==> config.mk <==
export PLATFORM = sky130hd
export DESIGN_NAME = vmecr_slave
export DESIGN_NICKNAME = d
export VERILOG_FILES = /design/src/design/vmecr_pkg.sv /design/src/design/vmecr_slave.sv
export SDC_FILE = /design/constraint.sdc
export NUM_CORES = 1
export LEC_CHECK = 0
export ABC_AREA = 1
export ABC_CLOCK_PERIOD_IN_PS = 6500
export BUFFER_PORTS_ARGS = -buffer_cell sky130_fd_sc_hd__buf_4
export CELL_PAD_IN_SITES_DETAIL_PLACEMENT = 1
export CELL_PAD_IN_SITES_GLOBAL_PLACEMENT = 2
export CORE_ASPECT_RATIO = 0.7
export CORE_MARGIN = 2
export CORE_UTILIZATION = 38
export CTS_CLUSTER_SIZE = 28
export DETAILED_ROUTE_END_ITERATION = 8
export GPL_TIMING_DRIVEN = 0
export PLACE_DENSITY = 0.94
export REMOVE_ABC_BUFFERS = 1
export SLEW_MARGIN = 5
export SYNTH_ARGS = -nofsm -noshare
export SYNTH_HDL_FRONTEND = slang
export SYNTH_SLANG_ARGS = --single-unit
==> constraint.sdc <==
create_clock -name aclk -period 6.5 [get_ports aclk]
set_input_delay 1.3 -clock aclk [delete_from_list [all_inputs] [get_ports aclk]]
set_output_delay 1.3 -clock aclk [all_outputs]
set_load 0.005 [all_outputs]
==> src/design/vmecr_pkg.sv <==
// Package for the chained read / multicast slave token logic.
// Assumes one 40 MHz clock, AXI4-Lite register access and raw backplane pins, synchronised in two stages by the slave.

package vmecr_pkg;

	// ----------------------------------------
	// Clock and register map
	// ----------------------------------------
	localparam int CLK_PERIOD_NS = 25;
	localparam logic [7:0] OFS_CTRL = 8'h00;
	localparam logic [7:0] OFS_BASE = 8'h04;
	localparam logic [7:0] OFS_STATUS = 8'h08;
	localparam logic [7:0] OFS_EVT_LEN = 8'h0C;
	localparam logic [7:0] OFS_MC_DATA = 8'h10;
	localparam logic [7:0] OFS_MC_COUNT = 8'h14;
	localparam logic [2:0] OFS_EVT_PAGE = 3'h1;
	localparam logic [15:0] CTRL_RST = 16'h0000;
	localparam logic [23:0] BASE_RST = 24'h00_0000;
	localparam logic [1:0] RESP_OKAY = 2'h0;
	localparam logic [1:0] RESP_SLVERR = 2'h2;

	// ----------------------------------------
	// Field positions
	// ----------------------------------------
	localparam int CTRL_CR_EN = 0;
	localparam int CTRL_MC_EN = 1;
	localparam int CTRL_HEAD = 2;
	localparam int CTRL_TAIL = 3;
	localparam int CTRL_ERR_REP = 4;
	localparam int CTRL_ERR_LSB = 8;
	localparam int BASE_CR_LSB = 0;
	localparam int BASE_MC_LSB = 8;
	localparam int BASE_GEO_LSB = 16;
	localparam int STAT_DRAINED = 0;
	localparam int STAT_EMPTY = 1;
	localparam int STAT_ENDED = 2;

	// ----------------------------------------
	// Protocol codes and frame layout
	// ----------------------------------------
	localparam logic [5:0] AM_CR_D32 = 6'h0B;
	localparam logic [5:0] AM_CR_D64 = 6'h08;
	localparam logic [5:0] AM_CR_D32_SUP = 6'h0F;
	localparam logic [5:0] AM_CR_D64_SUP = 6'h0C;
	localparam logic [5:0] AM_MC = 6'h09;
	localparam logic [5:0] AM_MC_SUP = 6'h0D;
	localparam logic [2:0] STATUS_NORMAL = 3'h0;
	localparam logic [2:0] STATUS_ENDED = 3'h1;
	localparam logic [3:0] EVT_MAX = 4'h8;
	localparam logic [3:0] FRAME_EXTRA = 4'h2;

	// ----------------------------------------
	// Types
	// ----------------------------------------
	typedef enum logic [3:0] {
		ST_IDLE, ST_D64_ADDR, ST_D64_REL, ST_TOKEN, ST_RD_DATA, ST_RD_HOLD,
		ST_RD_END, ST_PASS, ST_MC_TOKEN, ST_MC_ACK, ST_WAIT_AS
	} vmecr_fsm_t;

	typedef struct packed {
		logic as_n;
		logic [1:0] ds_n;
		logic write_n;
		logic iack_n;
		logic iackin_n;
		logic [5:0] am;
		logic [7:0] addr_top;
		logic [31:0] data;
	} vmecr_vin_t;

	typedef struct packed {
		logic iackout_n;
		logic dtack_n;
		logic dtack_oe;
		logic berr_n;
		logic berr_oe;
		logic [31:0] data;
		logic data_oe;
	} vmecr_vout_t;

	typedef struct packed {
		logic [7:0] awaddr;
		logic awvalid;
		logic [31:0] wdata;
		logic [3:0] wstrb;
		logic wvalid;
		logic bready;
		logic [7:0] araddr;
		logic arvalid;
		logic rready;
	} vmecr_axi_req_t;

	typedef struct packed {
		logic awready;
		logic wready;
		logic bvalid;
		logic [1:0] bresp;
		logic arready;
		logic rvalid;
		logic [31:0] rdata;
		logic [1:0] rresp;
	} vmecr_axi_rsp_t;

endpackage : vmecr_pkg

==> src/design/vmecr_slave.sv <==
// Token logic of one module in a chained block read / multicast write chain.
// Assumes backplane pins arrive raw and are resolved by the bench from the enables.
//
// Added by the designer: the placing of the registers and register access over AXI4-Lite.

`timescale 1ns/1ps

module vmecr_slave
(
	input wire logic aclk,
	input wire logic aresetn,
	input wire vmecr_pkg::vmecr_axi_req_t axi_req,
	output vmecr_pkg::vmecr_axi_rsp_t axi_rsp,
	input wire vmecr_pkg::vmecr_vin_t vme_in,
	output vmecr_pkg::vmecr_vout_t vme_out
);
	import vmecr_pkg::*;

	// ----------------------------------------
	// State
	// ----------------------------------------
	typedef struct packed {
		vmecr_vin_t s1;
		vmecr_vin_t s2;
		vmecr_fsm_t fsm;
		logic [3:0] idx;
		logic drained;
		logic ended;
		logic [15:0] ctrl;
		logic [23:0] base;
		logic [3:0] evt_len;
		logic [7:0][31:0] evt;
		logic [31:0] mc_data;
		logic [15:0] mc_count;
		logic aw_held;
		logic w_held;
		logic [7:0] aw_addr;
		logic [31:0] wdata;
		logic [3:0] wstrb;
		vmecr_axi_rsp_t rsp;
		vmecr_vout_t out;
	} vmecr_st_t;

	vmecr_st_t q;
	vmecr_st_t next_q;

	// ----------------------------------------
	// Helpers
	// ----------------------------------------
	function automatic logic [31:0] wmerge(input logic [31:0] old, input logic [31:0] nw,
		input logic [3:0] strb);
		logic [31:0] r;
		r = old;
		for (int b = 0; b < 4; b++)
		begin
			if (strb[b])
				r[b*8 +: 8] = nw[b*8 +: 8];
		end
		return r;
	endfunction : wmerge

	// Words this module supplies; disabled or empty non-tail modules supply none
	function automatic logic [3:0] frame_total(input vmecr_st_t s);
		logic has_data;
		has_data = s.ctrl[CTRL_CR_EN] && (s.evt_len != 4'h0);
		if (!has_data && !s.ctrl[CTRL_TAIL])
			return 4'h0;
		return (has_data ? s.evt_len : 4'h0) + FRAME_EXTRA;
	endfunction : frame_total

	// Header, event words, trailer with status and byte count
	function automatic logic [31:0] frame_word(input vmecr_st_t s);
		logic [2:0] status;
		logic [3:0] total;
		logic [23:0] bytes;
		total = frame_total(s);
		bytes = {18'h0_0000, total, 2'h0};
		status = s.ctrl[CTRL_TAIL] ? STATUS_ENDED : STATUS_NORMAL;
		if (s.ctrl[CTRL_ERR_REP])
			status = s.ctrl[CTRL_ERR_LSB +: 3];
		if (s.idx == 4'h0)
			return {s.base[BASE_GEO_LSB +: 5], 23'h00_0000, s.evt_len};
		if (s.idx == total - 4'h1)
			return {s.base[BASE_GEO_LSB +: 5], status, bytes};
		return s.evt[3'(s.idx - 4'h1)];
	endfunction : frame_word

	wire logic ds_on = (q.s2.ds_n != 2'b11);
	wire logic ds_off = (q.s2.ds_n == 2'b11);
	wire logic is_head = q.ctrl[CTRL_HEAD];
	wire logic is_tail = q.ctrl[CTRL_TAIL];
	wire logic have_token = is_head || !q.s2.iackin_n;
	wire logic am_cr = (q.s2.am == AM_CR_D32) || (q.s2.am == AM_CR_D64) ||
		(q.s2.am == AM_CR_D32_SUP) || (q.s2.am == AM_CR_D64_SUP);
	wire logic am_d64 = (q.s2.am == AM_CR_D64) || (q.s2.am == AM_CR_D64_SUP);
	wire logic am_mc = (q.s2.am == AM_MC) || (q.s2.am == AM_MC_SUP);
	wire logic hit_cr = (q.s2.addr_top == q.base[BASE_CR_LSB +: 8]) && am_cr;
	wire logic hit_mc = (q.s2.addr_top == q.base[BASE_MC_LSB +: 8]) && am_mc;

	assign axi_rsp = q.rsp;
	assign vme_out = q.out;

	// ----------------------------------------
	// Next state
	// ----------------------------------------
	always_comb
	begin
		next_q = q;
		next_q.s1 = vme_in;
		next_q.s2 = q.s1;
		// Write channels are taken independently
		if (axi_req.awvalid && q.rsp.awready)
		begin
			next_q.aw_held = 1'b1;
			next_q.aw_addr = axi_req.awaddr;
		end
		if (axi_req.wvalid && q.rsp.wready)
		begin
			next_q.w_held = 1'b1;
			next_q.wdata = axi_req.wdata;
			next_q.wstrb = axi_req.wstrb;
		end
		if (q.rsp.bvalid && axi_req.bready)
			next_q.rsp.bvalid = 1'b0;
		// Register write once both halves are held
		if (q.aw_held && q.w_held && !q.rsp.bvalid)
		begin
			next_q.aw_held = 1'b0;
			next_q.w_held = 1'b0;
			next_q.rsp.bvalid = 1'b1;
			next_q.rsp.bresp = RESP_OKAY;
			if (q.aw_addr[7:5] == OFS_EVT_PAGE && q.aw_addr[1:0] == 2'h0)
				next_q.evt[q.aw_addr[4:2]] = wmerge(q.evt[q.aw_addr[4:2]], q.wdata, q.wstrb);
			else
			begin
				case (q.aw_addr)
					OFS_CTRL: next_q.ctrl = 16'(wmerge({16'h0000, q.ctrl}, q.wdata, q.wstrb));
					OFS_BASE: next_q.base = 24'(wmerge({8'h00, q.base}, q.wdata, q.wstrb));
					OFS_STATUS:
					begin
						if (q.wstrb[0] && q.wdata[STAT_DRAINED])
							next_q.drained = 1'b0;
						if (q.wstrb[0] && q.wdata[STAT_ENDED])
							next_q.ended = 1'b0;
					end
					OFS_EVT_LEN:
					begin
						if (q.wstrb[0])
						begin
							next_q.evt_len = (q.wdata[7:0] > 8'(EVT_MAX)) ? EVT_MAX : q.wdata[3:0];
							next_q.drained = 1'b0;
							next_q.idx = 4'h0;
						end
					end
					OFS_MC_DATA, OFS_MC_COUNT: next_q.rsp.bresp = RESP_OKAY;
					default: next_q.rsp.bresp = RESP_SLVERR;
				endcase
			end
		end
		// Read channel, answered on the same edge that takes the address
		if (q.rsp.rvalid && axi_req.rready)
			next_q.rsp.rvalid = 1'b0;
		if (axi_req.arvalid && q.rsp.arready)
		begin
			next_q.rsp.rvalid = 1'b1;
			next_q.rsp.rresp = RESP_OKAY;
			next_q.rsp.rdata = 32'h0000_0000;
			if (axi_req.araddr[7:5] == OFS_EVT_PAGE && axi_req.araddr[1:0] == 2'h0)
				next_q.rsp.rdata = q.evt[axi_req.araddr[4:2]];
			else
			begin
				case (axi_req.araddr)
					OFS_CTRL: next_q.rsp.rdata = {16'h0000, q.ctrl};
					OFS_BASE: next_q.rsp.rdata = {8'h00, q.base};
					OFS_STATUS: next_q.rsp.rdata = {24'h00_0000, q.idx, 1'b0, q.ended,
						(q.evt_len == 4'h0), q.drained};
					OFS_EVT_LEN: next_q.rsp.rdata = {28'h000_0000, q.evt_len};
					OFS_MC_DATA: next_q.rsp.rdata = q.mc_data;
					OFS_MC_COUNT: next_q.rsp.rdata = {16'h0000, q.mc_count};
					default: next_q.rsp.rresp = RESP_SLVERR;
				endcase
			end
		end
		// Backplane token machine
		case (q.fsm)
			ST_IDLE:
			begin
				if (!q.s2.as_n && q.s2.iack_n)
				begin
					if (hit_cr && q.s2.write_n)
						next_q.fsm = am_d64 ? ST_D64_ADDR : ST_TOKEN;
					else if (hit_mc && !q.s2.write_n)
						next_q.fsm = ST_MC_TOKEN;
					else
						next_q.fsm = ST_WAIT_AS;
				end
			end
			ST_D64_ADDR:
			begin
				if (ds_on)
				begin
					next_q.out.dtack_oe = is_tail;
					next_q.fsm = ST_D64_REL;
				end
			end
			ST_D64_REL:
			begin
				if (ds_off)
				begin
					next_q.out.dtack_oe = 1'b0;
					next_q.fsm = ST_TOKEN;
				end
			end
			ST_TOKEN:
			begin
				if (have_token)
				begin
					if (!q.drained && frame_total(q) != 4'h0)
						next_q.fsm = ST_RD_DATA;
					else if (is_tail)
						next_q.fsm = ST_RD_END;
					else
					begin
						next_q.out.iackout_n = 1'b0;
						next_q.fsm = ST_PASS;
					end
				end
			end
			ST_RD_DATA:
			begin
				if (ds_on)
				begin
					next_q.out.data = frame_word(q);
					next_q.out.data_oe = 1'b1;
					next_q.out.dtack_oe = 1'b1;
					next_q.fsm = ST_RD_HOLD;
				end
			end
			ST_RD_HOLD:
			begin
				if (ds_off)
				begin
					next_q.out.dtack_oe = 1'b0;
					next_q.out.data_oe = 1'b0;
					next_q.idx = q.idx + 4'h1;
					next_q.fsm = ST_RD_DATA;
					if (q.idx + 4'h1 == frame_total(q))
					begin
						next_q.drained = 1'b1;
						next_q.idx = 4'h0;
						next_q.fsm = is_tail ? ST_RD_END : ST_PASS;
						next_q.out.iackout_n = is_tail;
					end
				end
			end
			ST_RD_END:
			begin
				if (ds_on && is_tail)
				begin
					next_q.out.berr_oe = 1'b1;
					next_q.ended = 1'b1;
				end
			end
			ST_MC_TOKEN:
			begin
				if (have_token && ds_on)
				begin
					if (q.ctrl[CTRL_MC_EN])
					begin
						next_q.mc_data = q.s2.data;
						next_q.mc_count = q.mc_count + 16'h0001;
					end
					next_q.out.dtack_oe = is_tail;
					next_q.out.iackout_n = is_tail;
					next_q.fsm = is_tail ? ST_MC_ACK : ST_PASS;
				end
			end
			ST_MC_ACK:
			begin
				if (ds_off)
				begin
					next_q.out.dtack_oe = 1'b0;
					next_q.fsm = ST_WAIT_AS;
				end
			end
			ST_PASS, ST_WAIT_AS: next_q.fsm = q.fsm;
			default: next_q.fsm = ST_IDLE;
		endcase
		// End of cycle withdraws every drive
		if (q.fsm != ST_IDLE && q.s2.as_n)
		begin
			next_q.fsm = ST_IDLE;
			next_q.out.iackout_n = 1'b1;
			next_q.out.dtack_oe = 1'b0;
			next_q.out.berr_oe = 1'b0;
			next_q.out.data_oe = 1'b0;
		end
		// Interrupt acknowledge daisy chain
		if (!q.s2.iack_n)
			next_q.out.iackout_n = q.s2.iackin_n;
		next_q.rsp.awready = !next_q.aw_held && !next_q.rsp.bvalid;
		next_q.rsp.wready = !next_q.w_held && !next_q.rsp.bvalid;
		next_q.rsp.arready = !next_q.rsp.rvalid;
	end

	// ----------------------------------------
	// Registers
	// ----------------------------------------
	always_ff @(posedge aclk)
	begin
		if (!aresetn)
		begin
			q <= '0;
			q.s1 <= '1;
			q.s2 <= '1;
			q.fsm <= ST_IDLE;
			q.ctrl <= CTRL_RST;
			q.base <= BASE_RST;
			q.out.iackout_n <= 1'b1;
		end
		else
			q <= next_q;
	end
endmodule : vmecr_slave

==> impl_table.tex <==
\begin{tabular}{lr}
\hline
Metric & Value \\
\hline
\multicolumn{2}{l}{\textbf{Floorplan}} \\
\quad Num ports & 190 \\
\quad Initial standard-cell utilization of the core & 38.6\% \\
\quad Area inside the core boundary & 75500 um\^{}2 \\
\quad Die area & 79000 um\^{}2 \\
\quad Horizontal die dimension & 335 um \\
\quad Standard-cell row count & 84 \\
\quad Floorplan die height & 236 um \\
\multicolumn{2}{l}{\textbf{Yosys}} \\
\quad Largest family of logic cells by synthesized area & compound AO/OA/AOI/OAI gates \\
\quad EDFF count, synth & 0 \\
\quad Library cells used by synthesis & 53 \\
\quad Most used flip-flop cell after synthesis & sky130\_fd\_sc\_hd\_\_dfxtp\_1 \\
\quad Count of mapped cells out of synthesis & 4126 \\
\quad Sequential-to-total area share from yosys stat & 39.9\% \\
\quad Adder-Cell Fraction of Synth Area & 0.301\% \\
\quad Share of the synthesized area in compound gates (AO/OA/AOI/OAI) & 26.6\% \\
\quad Fraction of the mapped netlist area in simple logic gates & 18.4\% \\
\quad Most common cell in the synthesized netlist & sky130\_fd\_sc\_hd\_\_inv\_1 \\
\quad Yosys synthesis warning count & 0 \\
\quad Cell taking the most area after synthesis & sky130\_fd\_sc\_hd\_\_dfxtp\_1 \\
\quad Share of the synthesized netlist area taken by xor and xnor gates & 0.331\% \\
\quad Cells taking the most area after synthesis & sky130\_fd\_sc\_hd\_\_dfxtp\_1 40\%, sky130\_fd\_sc\_hd\_\_inv\_1 8.0\%, sky130\_fd\_sc\_hd\_\_a21oi\_1 8.0\% \\
\quad Synthesized area per cell & 7.06 um\^{}2 \\
\quad Post-Synthesis Cell Area & 29100 um\^{}2 \\
\quad Synth Register Bits & 581 \\
\quad Multiplexer area fraction after synthesis & 0.206\% \\
\quad Leading cell types by count after synthesis & 621 x sky130\_fd\_sc\_hd\_\_inv\_1, 581 x sky130\_fd\_sc\_hd\_\_dfxtp\_1, 512 x sky130\_fd\_sc\_hd\_\_nand2\_1 \\
\quad Area share of the largest cell type after synthesis & 39.9\% \\
\quad Share of synthesized flip-flops with an asynchronous set or reset & 0\% \\
\multicolumn{2}{l}{\textbf{Power and ir drop}} \\
\quad Combinational power share & 9.7\% \\
\quad Switching share of power & 26.5\% \\
\quad Power per unit of standard cell area & 250 nW/um\^{}2 \\
\quad LEAKAGE & 0.0138 uW \\
\quad Part of the total power dissipated in sequential elements & 44.7\% \\
\quad Max IR drop VDD & 0.204 mV \\
\quad Total internal power & 6090 uW \\
\quad Share of power burned in the clock network & 45.6\% \\
\quad Switching Power & 2200 uW \\
\multicolumn{2}{l}{\textbf{Finish}} \\
\quad Area taken by flip-flops and latches & 11600 um\^{}2 \\
\quad Count of nets after finishing & 4188 \\
\quad Total area of multi-input combinational cells & 13400 um\^{}2 \\
\quad Synth-to-layout area growth & 13.7\% \\
\quad Filler instances & 9425 \\
\quad Proportion of layout cells with a drive suffix above 1 & 12.5\% \\
\multicolumn{2}{l}{\textbf{Global route}} \\
\quad First-pass GRT wire length & 184 mm \\
\quad Number of global-route vias before repair & 29100 \\
\quad Largest net degree at the start of global routing & 130 \\
\quad Final global-route overflow total & 0 \\
\quad Number of antenna violations at the first check in global routing & 3 \\
\quad Overall Global Routing Usage & 30.4\% \\
\multicolumn{2}{l}{\textbf{Clocking}} \\
\quad Clock-pin slew reported for the worst setup and hold paths after clock tree synthesis & 0.07 ns \\
\quad Level count of the clock H-tree & 2 \\
\quad Clock tree from TritonCTS & done \\
\quad Number of hold-repair buffers added at the cts stage & 0 \\
\quad Post\_cts resized & 0 \\
\quad Max Root-Sink Buffers & 3 \\
\quad Root Driver & sky130\_fd\_sc\_hd\_\_clkbuf\_16 \\
\quad Clk\_lat worst skew & 0.67 ns \\
\quad Count of clock tree sinks & 581 \\
\quad Post-CTS setup buffer count & 0 \\
\quad Total CTS buffers & 60 \\
\multicolumn{2}{l}{\textbf{Worst hold path}} \\
\quad Type of the tightest min-delay check & reg -> reg \\
\multicolumn{2}{l}{\textbf{Timing}} \\
\quad Unrepaired setup endpoints after global routing & no \\
\quad Number of pins exceeding their max-slew limit in the final report & 0 \\
\quad Setup Total Neg Slack & 0 ns \\
\quad Final worst clock skew & 0.0390 ns \\
\quad Final-report hold violation count & 0 \\
\quad Final clock period utilization by the worst path & 82.7\% \\
\quad Post-layout min period & 5.37 ns \\
\quad Max-slew headroom & 7.25\% \\
\quad Worst slew pin tran & 1.39 ns \\
\quad Post-Route Hold Slack & 0.412 ns \\
\quad Number of endpoints failing setup at the final stage & 0 \\
\quad Achievable Freq & 0.186 GHz \\
\multicolumn{2}{l}{\textbf{Drt}} \\
\quad Count of vias placed by the detailed router & 30000 \\
\quad Total wire length & 124 mm \\
\quad Average wire length per cell after detail routing & 24.2 um \\
\quad Vias per std cell & 5.87 \\
\quad Count of TritonRoute iterations in the first routing pass & 8 \\
\quad Remaining number of nets flagged by the antenna check after routing & 0 \\
\quad Residual DRC & 0 \\
\quad Starting DRC count in detailed routing & 2847 \\
\multicolumn{2}{l}{\textbf{Critical path}} \\
\quad WP data arrival & 5.97 ns \\
\quad CP Launch Type & register \\
\quad Crit-path max FO & 98 \\
\quad Worst path buffer plus inverter count & 4 \\
\quad Cell occurring most often along the worst timing path & sky130\_fd\_sc\_hd\_\_nand2\_1 \\
\quad CP top delay family & buffers and inverters \\
\quad Worst stage delay on the critical path & 0.97 ns \\
\quad Path type of the worst setup path & reg -> reg \\
\quad Required @ worst endpoint & 7.09 ns \\
\quad Slowest cell on the critical path & sky130\_fd\_sc\_hd\_\_clkinv\_1 \\
\quad Capturing element type of the critical path & register \\
\quad Critical path, cell by cell & buf\_16, clkinv\_1, ha\_2, buf\_12, clkinv\_4, nand3\_1, nand2\_1, nor2\_1, nand3\_1, nand2\_1, nand2\_1, nand2\_1, nand2\_1, a21oi\_1 \\
\multicolumn{2}{l}{\textbf{Place}} \\
\quad Final Wtd Congestion & 0.881 \\
\quad Number of buffers added on ports & 184 \\
\quad Placed wire-length estimate after detailed placement & 78.1 mm \\
\multicolumn{2}{l}{\textbf{Job}} \\
\quad Number of maximum-capacitance constraint violations & 0 \\
\multicolumn{2}{l}{\textbf{Status}} \\
\quad Result of the run & complete, no violations \\
\hline
\end{tabular}
[layer usage]
metal	wire [um]	up-vias	global-route usage, %
met5	0	-	0
met4	4540	0	11.0
met3	10800	273	5.26
met2	53600	1338	46.4
met1	54600	14700	42.7
li1	-	13600	-
[power by group through the flow]
stage	Clock, uW	Sequential [uW]	Combinational (uW)
detailed placement	0	3790	786
floorplan	0	3760	406
finish	3780	3710	804
CTS	3820	3710	791
global route	3960	3720	861
global placement	0	3800	755
[cells in the final DEF, fill, tap and decap left out, drive strengths merged, types with 2 or more instances in the layout]
master,Yosys,routed
a31oi,7,7
nor3,37,37
a22oi,21,21
dfxtp,581,581
or2,103,103
nor2,243,243
nand4,28,28
nand2,522,522
o2111ai,41,41
mux2i,6,6
o211ai,129,129
a41oi,3,3
o31ai,11,11
inv,640,640
nand3,254,254
o21a,3,3
xnor2,5,5
clkinv,8,19
conb,1,4
clkbuf,179,86
buf,169,227
o21bai,14,14
bufinv,0,8
a211oi,6,6
o22ai,137,137
xor2,6,6
a21oi,463,463
a221oi,14,14
clkinvlp,0,5
nor4,4,4
a311oi,2,2
o21ai,452,452
ha,7,7
o311ai,24,24
[cells by family after synthesis]
group	after synthesis
simple gates	1194
other cells	1
mux	6
fa+ha+maj	7
flops	581
buf+inv	996
xor+xnor	11
compound gates	1330
[per-stage QoR]
| stage | utilization [%] | power [uW] | instances | cell area [um^2] | setup slack (ns) |
|---|---|---|---|---|---|
| finish | 43.9 | 8290 | 5108 | 33100 | 1.13 |
| global route | 43.9 | 8530 | 5108 | 33100 | 0.920 |
| CTS | 43.9 | 8320 | 5107 | 33100 | 1.32 |
| detailed placement | 41.1 | 4570 | 4997 | 31000 | 1.32 |
| global placement | 39.8 | 4550 | 4954 | 30000 | -12.92 |
| floorplan | - | 4170 | 3781 | 27400 | -3.07 |
[path summary, 6_finish.rpt]
check | startpoint | end | slack (ns) | cells past startpoint
max reg2reg | q[475]$_SDFF_PN0_ | q[479]$_SDFFE_PP0P_ | 1.13 | 14
min | next_q[534]$_SDFF_PN1_ | q[534]$_SDFF_PN1_ | 0.41 | 1
max | q[475]$_SDFF_PN0_ | q[479]$_SDFFE_PP0P_ | 1.13 | 14
min reg2reg | next_q[534]$_SDFF_PN1_ | q[534]$_SDFF_PN1_ | 0.41 | 1
[area by class of cell]
| type | count | area share, % |
|---|---|---|
| Antenna cell | 1 | 0.00755 |
| Clock buffer | 86 | 5.37 |
| Clock inverter | 24 | 1.02 |
| Inverter | 648 | 7.38 |
| Multi-Input combinational cell | 2552 | 40.6 |
| Sequential cell | 581 | 35.1 |
| Tap cell | 989 | 3.73 |
| Timing Repair Buffer | 227 | 6.82 |
Note: power is estimated with default switching activity, not from simulation.
